$ cat src/verilog/srr_pkg.sv
// constants and types shared by the status reporting registers
`default_nettype none

package srr_pkg;

    // -------------------------------------------------------------------
    // register widths
    // -------------------------------------------------------------------
    localparam int STATUS_W = 8;

    // -------------------------------------------------------------------
    // instrument fault status bit positions
    // -------------------------------------------------------------------
    localparam int IFS_ALARM_BIT = 7;
    localparam int IFS_HEATER_BIT = 4;
    localparam int IFS_SENSOR_B_BIT = 1;
    localparam int IFS_SENSOR_A_BIT = 0;
    localparam logic [7:0] IFS_DEFINED = 8'h93;

    // -------------------------------------------------------------------
    // standard event flag bit positions
    // -------------------------------------------------------------------
    localparam int SEF_OPC_BIT = 7;
    localparam int SEF_QUERY_ERR_BIT = 5;
    localparam int SEF_DEVICE_ERR_BIT = 4;
    localparam int SEF_EXEC_ERR_BIT = 3;
    localparam int SEF_CMD_ERR_BIT = 2;
    localparam int SEF_POWER_BIT = 0;
    localparam logic [7:0] SEF_DEFINED = 8'hbd;
    localparam logic [7:0] SEF_RESET = 8'h01;

    // -------------------------------------------------------------------
    // summary status byte bit positions
    // -------------------------------------------------------------------
    localparam int SSB_RQS_BIT = 6;
    localparam int SSB_STD_EVENT_BIT = 5;
    localparam int SSB_MAV_BIT = 4;
    localparam int SSB_INST_EVENT_BIT = 3;
    localparam logic [7:0] SRM_DEFINED = 8'h38;

    // -------------------------------------------------------------------
    // mask reset values and reply codes
    // -------------------------------------------------------------------
    localparam logic [7:0] MASK_RESET = 8'h00;
    localparam logic [7:0] OPC_REPLY = 8'h31;

    // -------------------------------------------------------------------
    // decoded host commands
    // -------------------------------------------------------------------
    typedef enum logic [3:0] {
        CMD_CLS = 4'h0,
        CMD_ESE_WR = 4'h1,
        CMD_ESE_RD = 4'h2,
        CMD_ESR_RD = 4'h3,
        CMD_OPC = 4'h4,
        CMD_OPC_RD = 4'h5,
        CMD_SRE_WR = 4'h6,
        CMD_SRE_RD = 4'h7,
        CMD_STB_RD = 4'h8,
        CMD_FAULT_RD = 4'h9,
        CMD_FAULT_EN_WR = 4'ha,
        CMD_FAULT_EN_RD = 4'hb
    } srr_cmd_t;

    typedef enum logic [1:0] {
        ST_IDLE = 2'b01,
        ST_OPC_WAIT = 2'b10
    } srr_state_t;

endpackage

`default_nettype wire

$ cat src/verilog/srr_flag_latch.sv
// sticky flag bank: set wins over clear
`timescale 1ns/100ps
`default_nettype none

module srr_flag_latch
#(
    parameter int WIDTH = 8,
    parameter logic [WIDTH-1:0] RESET_VAL = '0
)
(
    input wire logic clk,
    input wire logic rst_n,
    input wire logic [WIDTH-1:0] setBits,
    input wire logic [WIDTH-1:0] clearBits,
    output logic [WIDTH-1:0] flags
);

    if (WIDTH < 1)
    begin : g_widthCheck
        $error("srr_flag_latch: WIDTH must be positive");
    end

    wire logic [WIDTH-1:0] next_flags;

    // an event in the clearing cycle survives
    assign next_flags = (flags & ~clearBits) | setBits;

    always_ff @(posedge clk or negedge rst_n)
    begin
        if (!rst_n)
            flags <= RESET_VAL;
        else
            flags <= next_flags;
    end

endmodule // srr_flag_latch

`default_nettype wire

$ cat src/verilog/srr_status_core.sv
// status reporting registers with command port and service request
//
// Notes on behaviour
// - instrument fault status bit 7 follows any asserted alarm
// - instrument fault status bit 4 follows a heater fault
// - bit 0 flags input A sensor fault, bit 1 input B
// - host reads instrument fault status with the fault status query
// - fault enable mask has the same layout, ANDed bit for bit
// - status byte bit 3 is OR of fault status AND its mask
// - standard event bit 7 marks operation complete
// - standard event bit 5 set on a query syntax error
// - standard event bit 4 set on a device error
// - standard event bit 3 set when a valid command cannot execute
// - standard event bit 2 set on a command syntax error
// - standard event bit 0 shows power is on
// - status byte bit 5 is OR of event flags AND event mask
// - status byte bit 4 set while output queue holds a message
// - status byte bit 6 reports a request for service
// - service request is OR of status byte AND request mask
// - clear-status empties event flags, output queue and message bit
// - operation-complete command sets bit 7 once nothing is pending
`timescale 1ns/100ps
`default_nettype none

module srr_status_core
#(
    parameter int WIDTH = srr_pkg::STATUS_W
)
(
    input wire logic clk,
    input wire logic rst_n,
    // fault levels from the instrument
    input wire logic alarmActive,
    input wire logic heaterFault,
    input wire logic sensorFaultFirstInput,
    input wire logic sensorFaultSecondInput,
    // one-cycle error events from the command parser
    input wire logic queryErrorEvent,
    input wire logic deviceErrorEvent,
    input wire logic executionErrorEvent,
    input wire logic commandErrorEvent,
    // level: some device operation still running
    input wire logic opsPending,
    // level: output queue is not empty
    input wire logic queueHasMessage,
    // decoded command port
    input wire logic cmdValid,
    input wire srr_pkg::srr_cmd_t cmdCode,
    input wire logic [WIDTH-1:0] cmdData,
    output logic cmdReady,
    output logic rspValid,
    output logic [WIDTH-1:0] rspData,
    // tells the queue logic to flush on clear-status
    output logic queueFlush,
    output logic serviceRequest
);

    import srr_pkg::*;

    if (WIDTH != STATUS_W)
    begin : g_widthCheck
        $error("srr_status_core: WIDTH must equal STATUS_W");
    end

    // -------------------------------------------------------------------
    // state
    // -------------------------------------------------------------------
    srr_state_t state, next_state;
    logic [WIDTH-1:0] instrument_fault_status;
    logic [WIDTH-1:0] instrument_fault_enable;
    logic [WIDTH-1:0] standard_event_flags;
    logic [WIDTH-1:0] standard_event_mask;
    logic [WIDTH-1:0] service_request_mask;
    logic message_available_flag;
    logic opcArmed;

    // -------------------------------------------------------------------
    // command decode
    // -------------------------------------------------------------------
    wire logic cmdTake;
    wire logic doCls, doEseWr, doEseRd, doEsrRd, doOpc, doOpcRd;
    wire logic doSreWr, doSreRd, doStbRd, doFaultRd, doFaultEnWr;
    wire logic doFaultEnRd, doUnknown;

    // no new command while an opc query waits for the device
    assign cmdReady = (state == ST_IDLE);
    assign cmdTake = cmdValid & cmdReady;
    assign doCls = cmdTake & (cmdCode == CMD_CLS);
    assign doEseWr = cmdTake & (cmdCode == CMD_ESE_WR);
    assign doEseRd = cmdTake & (cmdCode == CMD_ESE_RD);
    assign doEsrRd = cmdTake & (cmdCode == CMD_ESR_RD);
    assign doOpc = cmdTake & (cmdCode == CMD_OPC);
    assign doOpcRd = cmdTake & (cmdCode == CMD_OPC_RD);
    assign doSreWr = cmdTake & (cmdCode == CMD_SRE_WR);
    assign doSreRd = cmdTake & (cmdCode == CMD_SRE_RD);
    assign doStbRd = cmdTake & (cmdCode == CMD_STB_RD);
    assign doFaultRd = cmdTake & (cmdCode == CMD_FAULT_RD);
    assign doFaultEnWr = cmdTake & (cmdCode == CMD_FAULT_EN_WR);
    assign doFaultEnRd = cmdTake & (cmdCode == CMD_FAULT_EN_RD);
    // an undecodable code is a command syntax error
    assign doUnknown = cmdTake & ~(doCls | doEseWr | doEseRd | doEsrRd
        | doOpc | doOpcRd | doSreWr | doSreRd | doStbRd | doFaultRd
        | doFaultEnWr | doFaultEnRd);

    // -------------------------------------------------------------------
    // instrument fault status
    // -------------------------------------------------------------------
    wire logic [WIDTH-1:0] next_faultStatus;

    assign next_faultStatus = {alarmActive, 2'b00, heaterFault, 2'b00,
        sensorFaultSecondInput, sensorFaultFirstInput};

    always_ff @(posedge clk or negedge rst_n)
    begin
        if (!rst_n)
            instrument_fault_status <= '0;
        else
            instrument_fault_status <= next_faultStatus;
    end

    // -------------------------------------------------------------------
    // mask registers, undefined bits forced to zero
    // -------------------------------------------------------------------
    always_ff @(posedge clk or negedge rst_n)
    begin
        if (!rst_n)
        begin
            instrument_fault_enable <= MASK_RESET;
            standard_event_mask <= MASK_RESET;
            service_request_mask <= MASK_RESET;
        end
        else
        begin
            if (doFaultEnWr)
                instrument_fault_enable <= cmdData & IFS_DEFINED;
            if (doEseWr)
                standard_event_mask <= cmdData & SEF_DEFINED;
            if (doSreWr)
                service_request_mask <= cmdData & SRM_DEFINED;
        end
    end

    // -------------------------------------------------------------------
    // standard event flags
    // -------------------------------------------------------------------
    wire logic opcDone;
    wire logic [WIDTH-1:0] eventSet, eventClear;

    assign opcDone = opcArmed & ~opsPending;
    assign eventSet = {opcDone, 1'b0, queryErrorEvent, deviceErrorEvent,
        executionErrorEvent, commandErrorEvent | doUnknown, 2'b00};
    // a flags read clears after the value is captured for the reply
    assign eventClear = (doCls | doEsrRd) ? '1 : '0;

    // power bit comes from reset and stays until cleared
    srr_flag_latch #(
        .WIDTH(WIDTH),
        .RESET_VAL(SEF_RESET)
    ) u_eventFlags (
        .clk(clk),
        .rst_n(rst_n),
        .setBits(eventSet),
        .clearBits(eventClear),
        .flags(standard_event_flags)
    );

    always_ff @(posedge clk or negedge rst_n)
    begin
        if (!rst_n)
            opcArmed <= 1'b0;
        else if (doOpc)
            opcArmed <= 1'b1;
        else if (opcDone | doCls)
            opcArmed <= 1'b0;
    end

    // -------------------------------------------------------------------
    // status byte and service request
    // -------------------------------------------------------------------
    wire logic instrument_event_summary, standard_event_summary;
    wire logic service_request_flag;
    wire logic [WIDTH-1:0] stbBase, summary_status_byte;

    assign instrument_event_summary =
        |(instrument_fault_status & instrument_fault_enable);
    assign standard_event_summary =
        |(standard_event_flags & standard_event_mask);
    assign stbBase = {2'b00, standard_event_summary, message_available_flag,
        instrument_event_summary, 3'b000};
    assign service_request_flag = |(stbBase & service_request_mask);
    assign summary_status_byte = stbBase
        | ({{(WIDTH-1){1'b0}}, service_request_flag} << SSB_RQS_BIT);

    always_ff @(posedge clk or negedge rst_n)
    begin
        if (!rst_n)
            serviceRequest <= 1'b0;
        else
            serviceRequest <= service_request_flag;
    end

    // -------------------------------------------------------------------
    // message available and queue flush
    // -------------------------------------------------------------------
    always_ff @(posedge clk or negedge rst_n)
    begin
        if (!rst_n)
        begin
            message_available_flag <= 1'b0;
            queueFlush <= 1'b0;
        end
        else
        begin
            // queue level lags the flush by a cycle, so hold off once more
            message_available_flag <= queueHasMessage & ~doCls
                & ~queueFlush;
            queueFlush <= doCls;
        end
    end

    // -------------------------------------------------------------------
    // reply path and opc query wait
    // -------------------------------------------------------------------
    logic next_rspValid;
    logic [WIDTH-1:0] next_rspData;

    always_comb
    begin
        next_state = state;
        next_rspValid = 1'b0;
        next_rspData = rspData;
        case (state)
            ST_IDLE:
            begin
                next_rspValid = doEseRd | doEsrRd | doSreRd | doStbRd
                    | doFaultRd | doFaultEnRd | (doOpcRd & ~opsPending);
                if (doEseRd)
                    next_rspData = standard_event_mask;
                else if (doEsrRd)
                    next_rspData = standard_event_flags;
                else if (doSreRd)
                    next_rspData = service_request_mask;
                else if (doStbRd)
                    next_rspData = summary_status_byte;
                else if (doFaultRd)
                    next_rspData = instrument_fault_status;
                else if (doFaultEnRd)
                    next_rspData = instrument_fault_enable;
                else if (doOpcRd)
                    next_rspData = OPC_REPLY;
                if (doOpcRd & opsPending)
                    next_state = ST_OPC_WAIT;
            end
            ST_OPC_WAIT:
            begin
                if (!opsPending)
                begin
                    next_rspValid = 1'b1;
                    next_rspData = OPC_REPLY;
                    next_state = ST_IDLE;
                end
            end
            default:
                next_state = ST_IDLE;
        endcase
    end

    always_ff @(posedge clk or negedge rst_n)
    begin
        if (!rst_n)
        begin
            state <= ST_IDLE;
            rspValid <= 1'b0;
            rspData <= '0;
        end
        else
        begin
            state <= next_state;
            rspValid <= next_rspValid;
            rspData <= next_rspData;
        end
    end
endmodule // srr_status_core

`default_nettype wire
$ cat config.mk
export PLATFORM = sky130hd
export DESIGN_NAME = srr_status_core
export DESIGN_NICKNAME = d
export VERILOG_FILES = /design/src/verilog/srr_pkg.sv /design/src/verilog/srr_flag_latch.sv /design/src/verilog/srr_status_core.sv
export SDC_FILE = /design/constraint.sdc
export NUM_CORES = 1
export LEC_CHECK = 0
export BUFFER_PORTS_ARGS = -buffer_cell sky130_fd_sc_hd__buf_2
export CORE_AREA = 2 2 66 68
export CTS_CLUSTER_SIZE = 28
export DETAILED_ROUTE_END_ITERATION = 10
export DIE_AREA = 0 0 68 70
export MAX_ROUTING_LAYER = met4
export PLACE_DENSITY_LB_ADDON = 0.08
export SYNTH_ARGS = -nofsm -noshare
export SYNTH_HDL_FRONTEND = slang
export SYNTH_SLANG_ARGS = --single-unit
$ cat constraint.sdc
create_clock -name clk -period 2.65 [get_ports clk]
set_input_delay 0.53 -clock clk [delete_from_list [all_inputs] [get_ports clk]]
set_output_delay 0.53 -clock clk [all_outputs]
set_load 0.01 [all_outputs]
* Word level (Yosys, flattened, before mapping)
Cells that the tools add are included.
** Word-level totals
- Flip-flop bits (word level) :: 40
- Output and inout bits :: 12
- Input bits :: 25
** Cells by class
- Muxes and demuxes :: 17
- Bitwise logic cells :: 50
- Reductions and logical operators :: 8
- Equal/unequal tests :: 16
** Operator list (number)
- $mux W8 :: 9
- $and A8 B8 Y8 :: 3
- $reduce_or A8 Y1 :: 3
- $or A1 B1 Y1 :: 20
- $and A1 B1 Y1 :: 19
- $eq A4 B3 Y1 const B :: 4
- $eq A4 B4 Y1 const B :: 4
- $pmux W8 S2 :: 1
- $eq A4 B2 Y1 const B :: 2
- $ne A8 B1 Y1 const B :: 1
- $not A8 Y8 :: 1
- $or A8 B8 Y8 :: 1
- $or A6 B7 Y7 :: 1
- $and A6 B6 Y6 :: 1
- $eq A4 B1 Y1 const B :: 1
- $logic_not A4 Y1 :: 1
- $mux W2 :: 2
- $not A1 Y1 :: 4
- $pmux W2 S2 :: 1
- $reduce_bool A2 Y1 :: 2
- $mux W1 :: 3
- $reduce_and A3 Y1 :: 1
- $eq A2 B1 Y1 const B :: 1
- $eq A2 B2 Y1 const B :: 1
- other kinds (4) :: 4

* Logic depth before layout (Yosys ltp)
Gate-level depths: netlist of run 1.
- Depth after elaboration :: 18
- Gate-level depth with buffers :: 8
- Gate-level depth less buffers :: 7

* Modules after synthesis
A second synthesis of run 1 with hierarchy kept.
** Second synthesis, totals
- Cell total of the unflattened synthesis :: 180
- Area total of the unflattened synthesis :: 2030.7 µm²
** Modules (own cells, without submodules)
- srr_status_core :: times used 1, sequential area each 802.0 µm², area each 1739.2 µm², cells each 156
- srr_flag_latch :: times used 1, sequential area each 201.4 µm², area each 291.5 µm², cells each 24

* Worst setup path after synthesis of run 1
Ideal clock, no wire load.
- Path type :: register -> register
- From :: register state[1]
- To :: register rspData[6]
- Clock period less this slack :: 2.003 ns
- Arrival :: 1.876 ns
- Cell stages (with the launch flop) :: 9
- Library setup time :: 0.126 ns
- Buffers on the path :: 1
- Setup slack :: 0.647 ns
- Data required time :: 2.524 ns
- Cells stage by stage :: dfrtp_1 inv_1 ha_1 clkbuf_1 inv_1 a31oi_4 a2111o_1 and2_1 a311o_1
** Between the ends
- Word-level cells in the longest chain between the ends :: 10
- Elaborated cells between the ends (all ways) :: 21
** RTL lines
- start, declared :: RTL line srr_status_core.sv:68 : srr_state_t state, next_state;
- start signal, assigned :: RTL line srr_status_core.sv:278 : state <= next_state;
- $eq A2 B1 Y1 (*) :: RTL line srr_status_core.sv:86 : assign cmdReady = (state == ST_IDLE);
- net cmdReady :: RTL line srr_status_core.sv:50 : output logic cmdReady,
- $and A1 B1 Y1 :: RTL line srr_status_core.sv:87 : assign cmdTake = cmdValid & cmdReady;
- $and A1 B1 Y1 :: RTL line srr_status_core.sv:99 : assign doFaultEnRd = cmdTake & (cmdCode == CMD_FAULT_EN_RD);
- $mux W8 :: RTL line srr_status_core.sv:247 : else if (doFaultEnRd)
- $mux W8 :: RTL line srr_status_core.sv:245 : else if (doFaultRd)
- $mux W8 :: RTL line srr_status_core.sv:243 : else if (doStbRd)
- $mux W8 :: RTL line srr_status_core.sv:241 : else if (doSreRd)
- $mux W8 :: RTL line srr_status_core.sv:239 : else if (doEsrRd)
- $mux W8 :: RTL line srr_status_core.sv:237 : if (doEseRd)
- $pmux W8 S2 :: RTL line srr_status_core.sv:232 : case (state)
- end signal, assigned :: RTL line srr_status_core.sv:280 : rspData <= next_rspData;
- end, declared :: RTL line srr_status_core.sv:52 : output logic [WIDTH-1:0] rspData,
The timed path passes the listed nets; every way through them passes the cells marked *.
A chain may end at the register's enable or synchronous reset.

* Worst setup path in the final report of run 1
- From :: register state[0]
- To :: register rspData[5]
** Between the ends
- Word-level cells in the longest chain between the ends :: 10
- Elaborated cells between the ends (all ways) :: 21
** RTL lines (RTL line)
- $eq A2 B1 Y1 :: srr_status_core.sv:86, srr_status_core.sv:232
- $and A1 B1 Y1 :: srr_status_core.sv:87
- $and A1 B1 Y1 :: srr_status_core.sv:99
- $mux W8 :: srr_status_core.sv:247
- $mux W8 :: srr_status_core.sv:245
- $mux W8 :: srr_status_core.sv:243
- $mux W8 :: srr_status_core.sv:241
- $mux W8 :: srr_status_core.sv:239
- $mux W8 :: srr_status_core.sv:237
- $pmux W8 S2 :: srr_status_core.sv:232
Parallel ways exist; a longest one is shown, timed or not.

==> impl_metrics.ini, run 1 <==
[outcome]
status = finished, final reports clean

[detailed_routing]
drt-pass1-iter-count = 4
wire_per_inst_um = 16.3
wl_um = 4520
vias = 1613
ant_nets = 0
drc_errors = 0
viasPerCell = 5.82
drt_iter0_markers = 77

[timing]
setup_viol = 0
tns_ns = 0
fmax_mhz = 458
period_share_pct = 82.3
final_hold_viol_count = 0
clock-skew-final_ns = 0.00572
report.final.slew_viol_count = 0
worst_slack_ns = 0.468
worst_pin_slew_ns = 0.871
rsz0062_at_grt = false
period_needed_ns = 2.18
slew_headroom_pct = 41.9
holdWs_ns = 0.333

[placement]
portBuffers = 35
post_dp_cell_area_um2 = 2210
preCtsSetupSlack_ns = 0.407
gp_congestion = 0.921
hpwlAfterDp_um = 3420

[yosys]
yosys_warnings = 0
postSynthAreaPerCell_um2 = 10.6
synth.yosys.seq_area_share_pct = 50.7
synth_area_um2 = 1980
synth_nets = 213
ys_ff_latch = 40
synth_top_area_share_pct = 48.0
synth_edf_count = 0
syn_inst = 186
ys.flop_type = dfrtp_1
yosysTopAreaCell = dfrtp_1
synth_area_leaders = dfrtp_1 48%, mux2_2 8.0%, nand2_1 3.2%
async_reset_ff_share_pct = 100
ys_types = 48

[finish]
finalInstanceArea_um2 = 2330
drive_above_1_share_pct = 29.8
diodes = 0
area_growth_pct = 17.6
layout.nets = 251

[floorplanning]
die_x_um = 68
die_h_um = 70
io_pins = 37
initial_core_util_pct = 47.8
fp.coreArea_um2 = 4140
std_cell_rows = 24
dieArea_um2 = 4760

[setup_path]
start_kind = flip-flop
crit_type = reg2reg
cp_max_fo = 7
end_kind = flip-flop
arrival_ns = 2.43
cp.required_ns = 2.90

[clock_tree]
insertion_delay_ns = 0.30
path_clk_slew_ns = 0.08
numCtsBuffers = 5
htreeDepth = 2
ctsResizeCount = 0
cts_hold_buf = 0
root_buffer = clkbuf_8
cts_tree = built
post_cts_buffers = 0
cts.sinks = 40
clockBufferDepth = 2

[grt]
grtUsageMet1_pct = 29.3
gr-total-overflow = 0
antenna_found_initial = 0
grt_pass1_wl_um = 7650
met3_usage_pct = 4.99
grt_max_degree = 41
met2_usage_pct = 33.7
grt_usage_pct = 21.9
busiest_layer = met2
grt_pass1_vias = 1592

[pwr]
combPwrFrac_pct = 29.1
p_seq_share_pct = 44.7
powerDensity_nw_per_um2 = 838
report.power.total_mw = 1.95
max-vdd-ir-drop_v = 0.000430
p_int_mw = 1.31
sw_frac_of_total_pct = 33.0
p_switching_mw = 0.643
clkPwrFrac_pct = 26.2
total_leakage_power_nw = 1.05

[flow_run]
maxCapViolations = 0

[worst_hold_path]
worstHoldPathType = in2reg
-- power by group through the flow --
stage,Combinational [mW],Sequential [mW],Clock (mW)
6_report,0.567,0.872,0.510
3_5_place_dp,0.568,0.882,0
2_1_floorplan,0.366,0.866,0
4_1_cts,0.571,0.870,0.521
3_3_place_gp,0.556,0.873,0
5_1_grt,0.632,0.892,0.544
-- per-stage QoR --
| step | std cells | utilization [%] |
|---|---|---|
| 2_1_floorplan | 186 | - |
| 3_3_place_gp | 269 | 53.4 |
| 3_5_place_dp | 269 | 53.4 |
| 4_1_cts | 277 | 56.2 |
| 5_1_grt | 277 | 56.2 |
| 6_report | 277 | 56.2 |
-- layout by cell type, fill, tap and decap left out, types with 4 or more instances in the layout --
cell       n
dfrtp_1   38
buf_2     35
nand2_1   17
mux2_2    14
nor2_1    12
o21ai_0    8
inv_1      7
a21oi_1    7
nand2b_1   6
a21o_1     6
nor2b_1    6
a22oi_1    5
and2_1     5
clkbuf_8   5
nand3_1    4
-- layer usage --
layer | vias up | wire (um)
met5 | - | 0
li1 | 761 | -
met4 | 0 | 69
met2 | 55 | 2230
met3 | 7 | 239
met1 | 790 | 1980
-- kinds of logic after synthesis --
family	after synthesis	share of synthesized area, %
buffers and inverters	14	2.84
flip-flops	40	50.7
AO/OA/AOI/OAI	47	18.2
multiplexers	16	8.98
AND/OR/NAND/NOR	67	18.0
adder cells (fa/ha/maj)	2	1.26
-- cell usage after synthesis, types with 3 or more instances --
| master | n |
|---|---|
| a21o_1 | 6 |
| a21oi_1 | 7 |
| a22oi_1 | 5 |
| and2_1 | 5 |
| buf_2 | 3 |
| clkbuf_1 | 4 |
| dfrtp_1 | 38 |
| inv_1 | 7 |
| mux2_2 | 14 |
| nand2_1 | 17 |
| nand2b_1 | 6 |
| nand3_1 | 4 |
| nor2_1 | 12 |
| nor2b_1 | 6 |
| nor3_1 | 3 |
| nor4_1 | 3 |
| o21ai_0 | 8 |
-- final timing paths --
kind,start,to,slack [ns],depth (start not counted)
max,state[0]$_DFFE_PN1P_,rspData[5]$_DFFE_PN0P_,0.47,7
min in group asynchronous,rst_n,rspData[4]$_DFFE_PN0P_,0.34,1
max reg2reg,state[0]$_DFFE_PN1P_,rspData[5]$_DFFE_PN0P_,0.47,7
max in group asynchronous,rst_n,queueFlush$_DFF_PN0_,1.77,1
min,sensorFaultSecondInput,instrument_fault_status[1]$_DFF_PN0_,0.33,1
min reg2reg,queueFlush$_DFF_PN0_,message_available_flag$_DFF_PN0_,0.43,1
-- layout make-up --
class | instances | area [um2]
Multi-Input combinational cell | 132 | 920
Inverter | 7 | 26.3
Timing Repair Buffer | 38 | 198
Clock buffer | 5 | 68.8
Tap cell | 52 | 65.1
Clock inverter | 3 | 46.3
Sequential cell | 40 | 1000
Fill cell | 385 | 1820
-- sequential cells by signal (all words and copies together), names as in the netlist --
name and flops:
instrument_fault_enable 4, state 2, serviceRequest 1, opcArmed 1
queueFlush 1, instrument_fault_status 4, rspValid 1, rspData 8
standard_event_mask 6, u_eventFlags.flags 8, service_request_mask 3, message_available_flag 1
-- worst max-delay path, stage by stage, from the launching register on --
cell	delay, ns
dfstp_2	0.54
ha_1	0.21
buf_4	0.17
nand2_1	0.09
nor4_1	0.49
a2111oi_0	0.24
o211ai_1	0.24
o21a_1	0.15
Note: power is estimated with default switching activity, not from simulation.
==> inputs of run 2 (changes only) <==
--- a/config.mk
+++ b/config.mk
@@ -6,10 +6,10 @@
 export NUM_CORES = 1
 export LEC_CHECK = 0
 export BUFFER_PORTS_ARGS = -buffer_cell sky130_fd_sc_hd__buf_2
-export CORE_AREA = 2 2 66 68
+export CORE_AREA = 2 2 67 69
 export CTS_CLUSTER_SIZE = 28
 export DETAILED_ROUTE_END_ITERATION = 10
-export DIE_AREA = 0 0 68 70
+export DIE_AREA = 0 0 69 71
 export MAX_ROUTING_LAYER = met4
 export PLACE_DENSITY_LB_ADDON = 0.08
 export SYNTH_ARGS = -nofsm -noshare
==> constraint.sdc (replaced) <==
create_clock -name clk -period 2 [get_ports clk]
set_input_delay 0.4 -clock clk [delete_from_list [all_inputs] [get_ports clk]]
set_output_delay 0.4 -clock clk [all_outputs]
set_load 0.01 [all_outputs]
==> run 2 against run 1 <==
Critical path depth is 1 lower. First-iteration DRC count is 30% lower. Highest routed layer unchanged. Die area is 2.9% higher. Clock skew is 0.0021 ns higher. Worst hold slack worse by 0.19 ns. Final area is 9.6% higher. Combinational power is 61% higher. Count of clock-buffer cells in the layout stayed put. Flip-flop and latch count stayed put. Core utilization is 4.5 points higher. Fmax is 14% higher. Largest power group unchanged.
==> impl_metrics.ini, run 2 (synthesis results as in run 1) <==
[outcome]
status = finished, final reports clean

[floorplanning]
io_pins = 37
die_h_um = 71
fp.coreArea_um2 = 4200
initial_core_util_pct = 47.1
std_cell_rows = 24
dieArea_um2 = 4900
die_x_um = 69

[finish]
stdcell_count = 302
largest_registers = rspData: 8 flops, u_eventFlags.flags: 8 flops, standard_event_mask: 6 flops
diodes = 0
layout_common_cells = 38 x dfrtp_1, 35 x buf_2, 28 x buf_4
fin_util_pct = 60.7
fillCellCount = 384
layout.nets = 276
mostFrequentLayoutCell = dfrtp_1
multi_input_area_um2 = 956
drive_above_1_share_pct = 40.0
area_growth_pct = 28.9
final-seq-area_um2 = 1000

[grt]
grt_max_degree = 41
antenna_found_initial = 0
gr-total-overflow = 0
grt_pass1_wl_um = 8690
grt_usage_pct = 23.1
grt_pass1_vias = 1802

[detailed_routing]
drt_iter0_markers = 54
vias = 1706
wire_per_inst_um = 16.8
drc_errors = 0
drt-pass1-iter-count = 4
ant_nets = 0
viasPerCell = 5.65
wl_um = 5080

[clock_tree]
cts_tree = built
root_buffer = clkbuf_8
insertion_delay_ns = 0.30
numCtsBuffers = 5
clockBufferDepth = 2
cts_hold_buf = 0
cts.sinks = 40
path_clk_slew_ns = 0.08
htreeDepth = 2

[timing]
period_share_pct = 95.5
setup_viol = 0
clock-skew-final_ns = 0.00778
final_hold_viol_count = 0
rsz0062_at_grt = true
fmax_mhz = 523
worst_pin_slew_ns = 0.456
report.final.slew_viol_count = 0
slew_headroom_pct = 68.8
holdWs_ns = 0.146
worst_slack_ns = 0.0893
period_needed_ns = 1.91

[setup_path]
r2r_end = rspData[6]$_DFFE_PN0P_
r2r_start = state[0]$_DFFE_PN1P_
crit_type = reg2reg
cp_max_fo = 3
start_kind = flip-flop
cp.required_ns = 2.24
end_kind = flip-flop
reg2reg_depth = 6
arrival_ns = 2.15
rrSetupSlack_ns = 0.09

[placement]
gp_congestion = 0.903
preCtsSetupSlack_ns = 0.0411
portBuffers = 35
hpwlAfterDp_um = 3930
dp.cells = 293

[pwr]
powerDensity_nw_per_um2 = 1080
total_leakage_power_nw = 1.17
max-vdd-ir-drop_v = 0.000616

[worst_hold_path]
worstHoldPathType = in2async

[flow_run]
maxCapViolations = 0
-- run 2: cell types whose count changed in the layout (fill, tap and decap cells not counted), sizes merged --
| cell | change |
|---|---|
| buf | +25 |
-- run 2: routing by layer --
| layer | wire length, um | GRT usage, % | up-vias |
|---|---|---|---|
| met5 | 0 | - | - |
| met4 | 62 | 6.32 | 0 |
| met3 | 236 | 5.27 | 6 |
| met2 | 2560 | 39.2 | 43 |
| met1 | 2230 | 27.8 | 839 |
| li1 | - | - | 818 |
-- run 2: what timing repair did --
item / CTS / global route
setup endpoints to repair: 0 / 11
gates resized for setup: 0 / 8
setup buffers: 0 / 1
-- run 2: where the power goes --
| group | switching (mW) | total [mW] | internal, mW | leakage, nW |
|---|---|---|---|---|
| clock network | 0.298 | 0.674 | 0.376 | 0.0548 |
| logic | 0.463 | 0.912 | 0.449 | 0.638 |
| registers | 0.148 | 1.16 | 1.01 | 0.479 |
-- run 2: final cells by class --
| class | count | share of cell area, % |
|---|---|---|
| Clock buffer | 5 | 2.70 |
| Clock inverter | 3 | 1.81 |
| Inverter | 7 | 1.03 |
| Multi-Input combinational cell | 132 | 37.5 |
| Sequential cell | 40 | 39.3 |
| Tap cell | 52 | 2.55 |
| Timing Repair Buffer | 63 | 15.1 |
-- run 2: worst max-delay path, cell delays in order (launching register included) --
cell     delay (ns)
dfstp_2        0.54
inv_1          0.05
ha_1           0.30
buf_4          0.15
or3_1          0.43
nor4_2         0.25
a311o_1        0.13
-- run 2: how the worst max path moves through the flow --
| stage | start | to | slack, ns |
|---|---|---|---|
| 2_1_floorplan | state[0]$_DFFE_PN1P_ | service_request_mask[3]$_DFFE_PN0P_ | 0.01 |
| 3_3_place_gp | state[0]$_DFFE_PN1P_ | u_eventFlags.flags[2]$_DFF_PN0_ | 0.05 |
| 3_5_place_dp | cmdCode[2] | rspData[6]$_DFFE_PN0P_ | 0.04 |
| 4_1_cts | state[0]$_DFFE_PN1P_ | u_eventFlags.flags[2]$_DFF_PN0_ | 0.03 |
| 5_1_grt | state[0]$_DFFE_PN1P_ | rspData[4]$_DFFE_PN0P_ | -0.03 |
| 6_report | state[0]$_DFFE_PN1P_ | rspData[6]$_DFFE_PN0P_ | 0.09 |
-- run 2: stage by stage --
stage | instance area [um2] | TNS, ns | power [mW]
global placement | 2390 | 0 | 2.01
floorplan | 1980 | 0 | 1.63
finish | 2550 | 0 | 2.74
detailed placement | 2390 | 0 | 2.04
CTS | 2510 | 0 | 2.71
global route | 2550 | -0.0525 | 2.93
